===== config.mk =====
export PLATFORM = sky130hd
export DESIGN_NAME = mtcc_timer
export DESIGN_NICKNAME = d
export VERILOG_FILES = /design/src/rtl/mtcc_pkg.sv /design/src/rtl/mtcc_capture.sv /design/src/rtl/mtcc_timer.sv
export VERILOG_INCLUDE_DIRS = /design/src /design/src/rtl
export SDC_FILE = /design/constraint.sdc
export NUM_CORES = 1
export LEC_CHECK = 0
export BUFFER_PORTS_ARGS = -buffer_cell sky130_fd_sc_hd__buf_2
export CAP_MARGIN = 20
export CORE_ASPECT_RATIO = 2
export CORE_UTILIZATION = 45
export DETAILED_ROUTE_END_ITERATION = 10
export HOLD_SLACK_MARGIN = 0.03
export PLACE_DENSITY = 0.81
export SETUP_SLACK_MARGIN = 0.02
export SLEW_MARGIN = 20
export SYNTH_ARGS = -nofsm -noshare
export SYNTH_HDL_FRONTEND = slang
export SYNTH_SLANG_ARGS = --single-unit

===== constraint.sdc =====
create_clock -name core_clk -period 3.7 [get_ports core_clk]
set_input_delay 0 -clock core_clk [delete_from_list [all_inputs] [get_ports core_clk]]
set_output_delay 0 -clock core_clk [all_outputs]
set_load 0.01 [all_outputs]

===== src/rtl/mtcc_defines.svh =====
`ifndef MTCC_DEFINES_SVH
`define MTCC_DEFINES_SVH

// Counter width and reset
`define MTCC_CNT_W 16
`define MTCC_CNT_RESET 16'h0000
`define MTCC_CNT_MAX 16'hFFFF
// Prescaler factors are selected as 1, 4, 8 or 16 bus clocks per tick
`define MTCC_PRE_W 4
// Watchdog tap: bus clock divided by two to the fifteenth
`define MTCC_WDOG_TAP 15
// Periodic interrupt taps, chain bits 13..16
`define MTCC_RTI_TAP_BASE 13
`define MTCC_CHAIN_W 17
// Channel counts
`define MTCC_N_CAP 3
`define MTCC_N_CMP 5
// Compare action field encodings
`define MTCC_ACT_NONE 2'h0
`define MTCC_ACT_TOGGLE 2'h1
`define MTCC_ACT_CLEAR 2'h2
`define MTCC_ACT_SET 2'h3

`endif


===== src/rtl/mtcc_pkg.sv =====
package mtcc_pkg;
  // Capture edge selection
  typedef enum logic [1:0] {
    MTCC_EDGE_OFF,
    MTCC_EDGE_RISE,
    MTCC_EDGE_FALL,
    MTCC_EDGE_ANY
  } mtcc_edge_t;
endpackage : mtcc_pkg


===== src/rtl/mtcc_capture.sv =====
`timescale 1ns/1ps
`include "mtcc_defines.svh"
// One capture channel: synchroniser, edge detect, latch
module mtcc_capture
  import mtcc_pkg::*;
#(
  parameter int CNT_W = 16
) (
  // Clock and reset
  input wire logic core_clk,
  input wire logic rst_sync_n,
  // Pin and control
  input wire logic pin,
  input wire mtcc_edge_t edge_sel,
  input wire logic [CNT_W-1:0] count,
  // Results
  output logic pin_level,
  output logic [CNT_W-1:0] cap_value,
  output logic cap_event
);
  // Elaboration guard: a one-bit counter cannot time anything
  if (CNT_W < 2) begin : g_bad_width
    $error("mtcc_capture: counter too narrow");
  end

  logic sync1, sync2, prev;
  logic next_prev;
  logic [CNT_W-1:0] next_cap_value;
  logic hit;

  // Edge detect works only on the second synchroniser stage
  always_comb begin
    next_prev = sync2;
    hit = 1'b0;
    unique case (edge_sel)
      MTCC_EDGE_OFF: hit = 1'b0;
      MTCC_EDGE_RISE: hit = sync2 & ~prev;
      MTCC_EDGE_FALL: hit = ~sync2 & prev;
      MTCC_EDGE_ANY: hit = sync2 ^ prev;
    endcase
    next_cap_value = hit ? count : cap_value;
  end

  // Synchroniser and capture latch
  always_ff @(posedge core_clk or negedge rst_sync_n) begin
    if (!rst_sync_n) begin
      sync1 <= 1'b0;
      sync2 <= 1'b0;
      prev <= 1'b0;
      cap_value <= '0;
      cap_event <= 1'b0;
    end else begin
      sync1 <= pin;
      sync2 <= sync1;
      prev <= next_prev;
      cap_value <= next_cap_value;
      cap_event <= hit;
    end
  end

  assign pin_level = sync2;
endmodule : mtcc_capture


===== src/rtl/mtcc_timer.sv =====
`timescale 1ns/1ps
`include "mtcc_defines.svh"
module mtcc_timer
  import mtcc_pkg::*;
#(
  parameter int CNT_W = `MTCC_CNT_W,
  parameter int N_CAP = `MTCC_N_CAP,
  parameter int N_CMP = `MTCC_N_CMP
) (
  // Clock and reset
  input wire logic core_clk,
  input wire logic rst_n,
  // Prescaler and periodic rate selection
  input wire logic [1:0] prescale_sel,
  input wire logic [1:0] periodic_rate_sel,
  // Capture configuration
  input wire mtcc_edge_t [N_CAP-1:0] cap_edge_sel,
  // Compare configuration
  input wire logic [N_CMP-1:0][CNT_W-1:0] cmp_value,
  input wire logic [N_CMP-1:0][1:0] cmp_action,
  input wire logic [4:0] master_pin_mask,
  input wire logic [4:0] master_pin_data,
  // Interrupt enables: captures, compares, overflow, periodic
  input wire logic [N_CAP-1:0] cap_irq_en,
  input wire logic [N_CMP-1:0] cmp_irq_en,
  input wire logic ovf_irq_en,
  input wire logic periodic_irq_en,
  // Flag clears, one-cycle pulses, one bit per flag
  input wire logic [N_CAP-1:0] cap_flag_clr,
  input wire logic [N_CMP-1:0] cmp_flag_clr,
  input wire logic ovf_flag_clr,
  input wire logic periodic_flag_clr,
  // Counter read port
  input wire logic cnt_hi_read,
  output logic [7:0] cnt_hi_byte,
  output logic [7:0] cnt_lo_byte,
  // Port pins: three capture inputs
  input wire logic capture_pin_a,
  input wire logic capture_pin_b,
  input wire logic capture_pin_c,
  // Port pins: compare outputs, general outputs
  input wire logic [3:0] gp_out_data,
  output logic [3:0] compare_pins_group,
  // Top pin: output enable low while driving
  input wire logic top_pin_in,
  input wire logic top_pin_gp_dir,
  input wire logic top_pin_gp_data,
  output logic top_port_pin,
  output logic top_pin_oe_n,
  output logic accum_in,
  // Status
  output logic [7:0] timer_port_data_reg,
  output logic [N_CAP-1:0][CNT_W-1:0] cap_value,
  output logic [N_CAP-1:0] cap_flag,
  output logic [N_CMP-1:0] cmp_flag,
  output logic ovf_flag,
  output logic periodic_flag,
  output logic watchdog_supervisor_clk,
  // Separate requests
  output logic [N_CAP-1:0] cap_irq,
  output logic [N_CMP-1:0] cmp_irq,
  output logic ovf_irq,
  output logic periodic_irq
);
  // Elaboration guard: byte ports and pin map assume these sizes
  if (CNT_W != 16) begin : g_bad_width
    $error("mtcc_timer: counter must be 16 bits");
  end
  if (N_CAP != 3 || N_CMP != 5) begin : g_bad_count
    $error("mtcc_timer: fixed channel counts");
  end

  // ==========================================================
  // Reset synchroniser
  logic rst_s1, rst_sync_n;
  always_ff @(posedge core_clk or negedge rst_n) begin
    if (!rst_n) begin
      rst_s1 <= 1'b0;
      rst_sync_n <= 1'b0;
    end else begin
      rst_s1 <= 1'b1;
      rst_sync_n <= rst_s1;
    end
  end

  // ==========================================================
  // Prescaler, counter and chain taps
  logic [`MTCC_PRE_W-1:0] pre, next_pre;
  logic [CNT_W-1:0] count, next_count;
  logic [`MTCC_CHAIN_W-1:0] chain, next_chain;
  logic tick, wrap;
  logic [7:0] lo_buf, next_lo_buf;
  logic lo_frozen, next_lo_frozen;
  logic periodic_tap, periodic_prev, periodic_edge;

  // Chain runs on raw bus clock so taps ignore the prescaler choice
  always_comb begin
    next_pre = pre + 4'h1;
    unique case (prescale_sel)
      2'h0: tick = 1'b1;
      2'h1: tick = (pre[1:0] == 2'h3);
      2'h2: tick = (pre[2:0] == 3'h7);
      2'h3: tick = (pre == 4'hF);
    endcase
    wrap = tick && (count == `MTCC_CNT_MAX);
    next_count = tick ? count + 16'h0001 : count;
    next_chain = chain + 17'h00001;
    periodic_tap = chain[`MTCC_RTI_TAP_BASE + periodic_rate_sel];
    periodic_edge = periodic_tap & ~periodic_prev;
    // Low byte buffer is transparent unless just frozen by a high read
    next_lo_frozen = cnt_hi_read;
    next_lo_buf = (cnt_hi_read || !lo_frozen) ? count[7:0] : lo_buf;
  end

  always_ff @(posedge core_clk or negedge rst_sync_n) begin
    if (!rst_sync_n) begin
      pre <= '0;
      count <= `MTCC_CNT_RESET;
      chain <= '0;
      periodic_prev <= 1'b0;
      lo_buf <= 8'h00;
      lo_frozen <= 1'b0;
    end else begin
      pre <= next_pre;
      count <= next_count;
      chain <= next_chain;
      periodic_prev <= periodic_tap;
      lo_buf <= next_lo_buf;
      lo_frozen <= next_lo_frozen;
    end
  end

  assign cnt_hi_byte = count[15:8];
  assign cnt_lo_byte = lo_frozen ? lo_buf : count[7:0];
  assign watchdog_supervisor_clk = chain[`MTCC_WDOG_TAP - 1];

  // ==========================================================
  // Capture channels, all fed the one counter
  logic [N_CAP-1:0] cap_pins, cap_lvl, cap_ev;
  assign cap_pins = {capture_pin_c, capture_pin_b, capture_pin_a};

  for (genvar i = 0; i < N_CAP; i++) begin : g_cap
    mtcc_capture #(.CNT_W(CNT_W)) u_cap (
      .core_clk(core_clk),
      .rst_sync_n(rst_sync_n),
      .pin(cap_pins[i]),
      .edge_sel(cap_edge_sel[i]),
      .count(count),
      .pin_level(cap_lvl[i]),
      .cap_value(cap_value[i]),
      .cap_event(cap_ev[i])
    );
  end

  // ==========================================================
  // Compare match, flags and pin actions
  logic [N_CMP-1:0] match;
  logic [N_CMP-1:0] next_cmp_flag;
  logic [N_CAP-1:0] next_cap_flag;
  logic next_ovf_flag, next_periodic_flag;
  logic [4:0] pins, next_pins;

  // Set wins over a clear in the same cycle
  always_comb begin
    next_pins = pins;
    for (int k = 0; k < N_CMP; k++) begin
      match[k] = (count == cmp_value[k]) && tick;
    end
    // Channels two to five act on their own pin first
    for (int k = 1; k < N_CMP; k++) begin
      if (match[k]) begin
        unique case (cmp_action[k])
          `MTCC_ACT_NONE: next_pins[k-1] = pins[k-1];
          `MTCC_ACT_TOGGLE: next_pins[k-1] = ~pins[k-1];
          `MTCC_ACT_CLEAR: next_pins[k-1] = 1'b0;
          `MTCC_ACT_SET: next_pins[k-1] = 1'b1;
        endcase
      end
    end
    // Master compare overrides any masked pin; it takes priority
    if (match[0]) begin
      for (int k = 0; k < 5; k++) begin
        if (master_pin_mask[k]) next_pins[k] = master_pin_data[k];
      end
    end
    next_cmp_flag = (cmp_flag & ~cmp_flag_clr) | match;
    next_cap_flag = (cap_flag & ~cap_flag_clr) | cap_ev;
    next_ovf_flag = (ovf_flag & ~ovf_flag_clr) | wrap;
    next_periodic_flag = (periodic_flag & ~periodic_flag_clr) | periodic_edge;
  end

  always_ff @(posedge core_clk or negedge rst_sync_n) begin
    if (!rst_sync_n) begin
      pins <= 5'h00;
      cmp_flag <= '0;
      cap_flag <= '0;
      ovf_flag <= 1'b0;
      periodic_flag <= 1'b0;
    end else begin
      pins <= next_pins;
      cmp_flag <= next_cmp_flag;
      cap_flag <= next_cap_flag;
      ovf_flag <= next_ovf_flag;
      periodic_flag <= next_periodic_flag;
    end
  end

  // ==========================================================
  // Pin muxing; ownership blocks general-purpose writes
  logic [3:0] owned;
  for (genvar p = 0; p < 4; p++) begin : g_pin
    assign owned[p] = (cmp_action[p+1] != `MTCC_ACT_NONE) || master_pin_mask[p];
    assign compare_pins_group[p] = owned[p] ? pins[p] : gp_out_data[p];
  end

  logic top_owned;
  assign top_owned = master_pin_mask[4];
  assign top_port_pin = top_owned ? pins[4] : top_pin_gp_data;
  assign top_pin_oe_n = ~(top_owned | top_pin_gp_dir);
  assign accum_in = top_pin_in;

  assign timer_port_data_reg = {top_pin_oe_n ? top_pin_in : top_port_pin,
                                compare_pins_group, cap_lvl};

  // Separate request per function
  assign cap_irq = cap_flag & cap_irq_en;
  assign cmp_irq = cmp_flag & cmp_irq_en;
  assign ovf_irq = ovf_flag & ovf_irq_en;
  assign periodic_irq = periodic_flag & periodic_irq_en;
endmodule : mtcc_timer


==> flow_metrics.py <==
metrics = {
    "yosys": {
        "syn_area_mm2": 0.00640,
        "yosys_warnings": 0,
        "synth_compound_area_share_pct": 3.34,
        "syn_area_per_cell_um2": 11.7,
        "synth_top_family_by_area": "XOR/XNOR gates",
        "synthFlopType": "dfrtp_1",
        "synth_cell_types": 43,
        "synth_edf_count": 0,
        "synth-xor-area-share_pct": 16.2,
        "synthCells": 547,
        "yosys.area_share.adder_pct": 2.15,
        "syn_nets": 701,
        "yosys.area_share.simple_pct": 11.2,
        "seq_area_frac_synth_pct": 48.4,
        "synthMuxAreaShare_pct": 12.7,
        "ys_ff_latch": 124,
        "async_flop_share_pct": 100,
    },
    "placement": {
        "gp_congestion": 0.801,
        "port_buffers": 240,
        "dp_hpwl_um": 12600,
    },
    "cts": {
        "cts.path.max_buffers": 2,
        "cts_setup_buffers": 0,
        "cts-resized-gates": 0,
        "h-tree-depth": 4,
        "root_buffer": "clkbuf_16",
        "clkTransAtPathRegs_ns": 0.06,
        "clkLatencyLatePin_ns": 0.42,
        "cts-buffers-inserted": 17,
        "cts_tree": "yes",
        "cts_sinks": 124,
        "hold_buffers": 29,
    },
    "floorplan": {
        "initial_core_util_pct": 46.1,
        "fp.coreArea_mm2": 0.0139,
        "core.rowCount": 61,
        "ioPinCount": 243,
        "die_area_mm2": 0.0147,
        "dieWidth_um": 86.4,
        "die_h_um": 171,
    },
    "final_layout": {
        "final_cell_mix": "buf_2 (240), dfrtp_1 (123), xnor2_1 (102)",
        "drive_above_1_share_pct": 44.5,
        "antennaDiodeCount": 0,
        "layout_commonest_cell": "buf_2",
        "finalNetCount": 950,
        "syn_to_final_growth_pct": 33.3,
    },
    "min_path": {
        "hold_path_class": "in2reg",
        "worstHoldStart": "cmp_value[22]",
        "holdPathEnd": "cmp_flag[1]",
        "hold_depth": 6,
    },
    "setup_path": {
        "worstReg2RegEnd": "pins[1]",
        "timing.rr.start": "count[3]",
        "path_cells": "xnor2_1 > nand4_1 > nor4_1 > nand3_1 > a31o_1 > dlygate4sd3_1",
        "critPathLaunchType": "flop",
        "reg2reg_depth": 6,
        "worstSetupPathType": "reg2reg",
        "slowest_delay_ns": 0.97,
        "crit_path_top_delay_cell": "nor4_1",
        "cp_top_family": "simple AND/OR/NAND/NOR gates",
        "worst_setup_path_end_kind": "flop",
        "worstPathMaxFanout": 16,
        "cp.required_ns": 3.99,
        "cp_num_buf_inv": 1,
        "reg2reg_slack_ns": 0.41,
        "worstPathArrival_ns": 3.59,
    },
    "routing": {
        "drt_iter0_drc": 172,
        "drcViolationCount": 0,
        "dr.pass1.iters": 6,
        "wirelength_um": 17600,
        "routedWlPerCell_um": 17.6,
        "drtAntennaViolNets": 0,
        "num_vias": 4972,
        "viasPerCell": 4.98,
    },
    "run": {
        "max_cap_viol_count": 0,
    },
    "timing": {
        "grt_setup_unrepaired": "false",
        "finalMaxSlewViolations": 0,
        "timing.fmax_ghz": 0.304,
        "timing.final.crit_share_pct": 89.0,
        "hold_viol": 0,
        "setup_viol": 0,
        "min_period_ns": 3.29,
        "fin_skew_ns": 0.00919,
        "whs_ns": 0.0587,
        "worstMarginPinSlew_ns": 1.10,
        "slew_headroom_pct": 25.9,
        "setup_tns_ns": 0,
    },
    "global_route": {
        "grt_pass1_vias": 5122,
        "grt_max_degree": 59,
        "grt-ovfl-total": 0,
        "grt_usage_pct": 24.8,
        "antenna_found_initial": 0,
        "grt_first_pass_wirelength_um": 26800,
    },
    "run_status": {
        "outcome": "finished clean",
    },
    "pwr": {
        "cellPowerDensity_mw_per_mm2": 534,
        "ir_worst_vdd_uv": 366,
        "total_leakage_power_nw": 4.19,
    },
}
==> worst max-delay path by stage <==
stage	start	to	slack, ns	cells past startpoint
2_1_floorplan	rst_sync_n	cap_flag[0]	1.63	0
3_3_place_gp	count[3]	pins[1]	1.11	5
3_5_place_dp	count[3]	pins[1]	1.05	5
4_1_cts	count[3]	pins[3]	0.43	7
5_1_grt	count[3]	pins[3]	0.22	7
6_report	count[3]	pins[1]	0.41	6
==> power by group <==
part,total (mW),internal [mW],switching [mW]
sequential,1.87,1.56,0.317
clock,1.69,1.07,0.621
combinational,0.997,0.549,0.448
==> cells in the mapped netlist (2+ instances only) <==
cell type	n	area share (%)
dfrtp_1	124	48
xnor2_1	102	14
mux2_2	67	12
inv_1	26	1.5
nand4_1	26	2.5
nand2_1	24	1.4
buf_4	19	2.2
nand3_1	19	1.5
buf_2	16	1.3
and2_1	13	1.3
ha_1	11	2.1
o21ai_0	10	0.78
xor2_1	9	1.2
clkbuf_1	7	0.41
a21o_1	6	0.70
and3_1	6	0.59
and4_1	6	0.82
nor2_1	6	0.35
nor2b_1	6	0.59
nor3_1	6	0.47
nor4_1	5	0.49
xnor2_2	4	1.0
a31o_1	3	0.41
buf_6	3	0.53
o21ai_1	3	0.23
a21oi_1	2	0.16
mux2i_1	2	0.31
==> worst reg2reg max path, stage by stage, from the launching register on <==
cell and delay [ns]:
dfrtp_1 0.86, xnor2_1 0.19, nand4_1 0.20, nor4_1 0.97, nand3_1 0.15, a31o_1 0.26
dlygate4sd3_1 0.54
==> state kept, by name, indices dropped and copies added, names as in the netlist, 4 cells and up <==
register	flops
pins	5
count	16
cmp_flag	5
chain	17
pre	4
g_cap.u_cap.cap_value	48
lo_buf	8
==> area by class of cell <==
type                    instances  area (um2)
clock buffers                  21         480
repair buffers                275        1550
inverters                      26        97.6
flip-flops and latches        124        3110
multi-input cells             352        2940
well taps                     189         236
clock inverters                11         131
fillers                      1152        5350
==> layer usage <==
layer | vias to the layer above | track usage (%) | part of all wire (%)
met5 | - | 0 | 0
met4 | 0 | 13.0 | 4.2
li1 | 2332 | - | -
met2 | 191 | 46.3 | 55
met3 | 35 | 4.92 | 5.3
met1 | 2414 | 25.4 | 35
==> per-stage QoR <==
stage / area (um2) / power [mW] / util (%) / worst slack (ns) / std cells
floorplan: 6410 / 2.45 / - / 1.63 / 547
global route: 8540 / 4.77 / 61.5 / 0.221 / 998
finish: 8540 / 4.56 / 61.5 / 0.406 / 998
global placement: 7630 / 2.84 / 54.9 / 1.11 / 937
CTS: 8530 / 4.60 / 61.4 / 0.429 / 998
detailed placement: 7630 / 2.88 / 54.9 / 1.05 / 937
==> cells by family after synthesis <==
| family | count (synthesis) |
|---|---|
| flip-flops | 124 |
| AO/OA/AOI/OAI | 30 |
| adder cells (fa/ha/maj) | 11 |
| other | 1 |
| AND/OR/NAND/NOR | 124 |
| buffers and inverters | 71 |
| multiplexers | 71 |
| XOR/XNOR | 115 |
(Power assumes the default switching activity.)
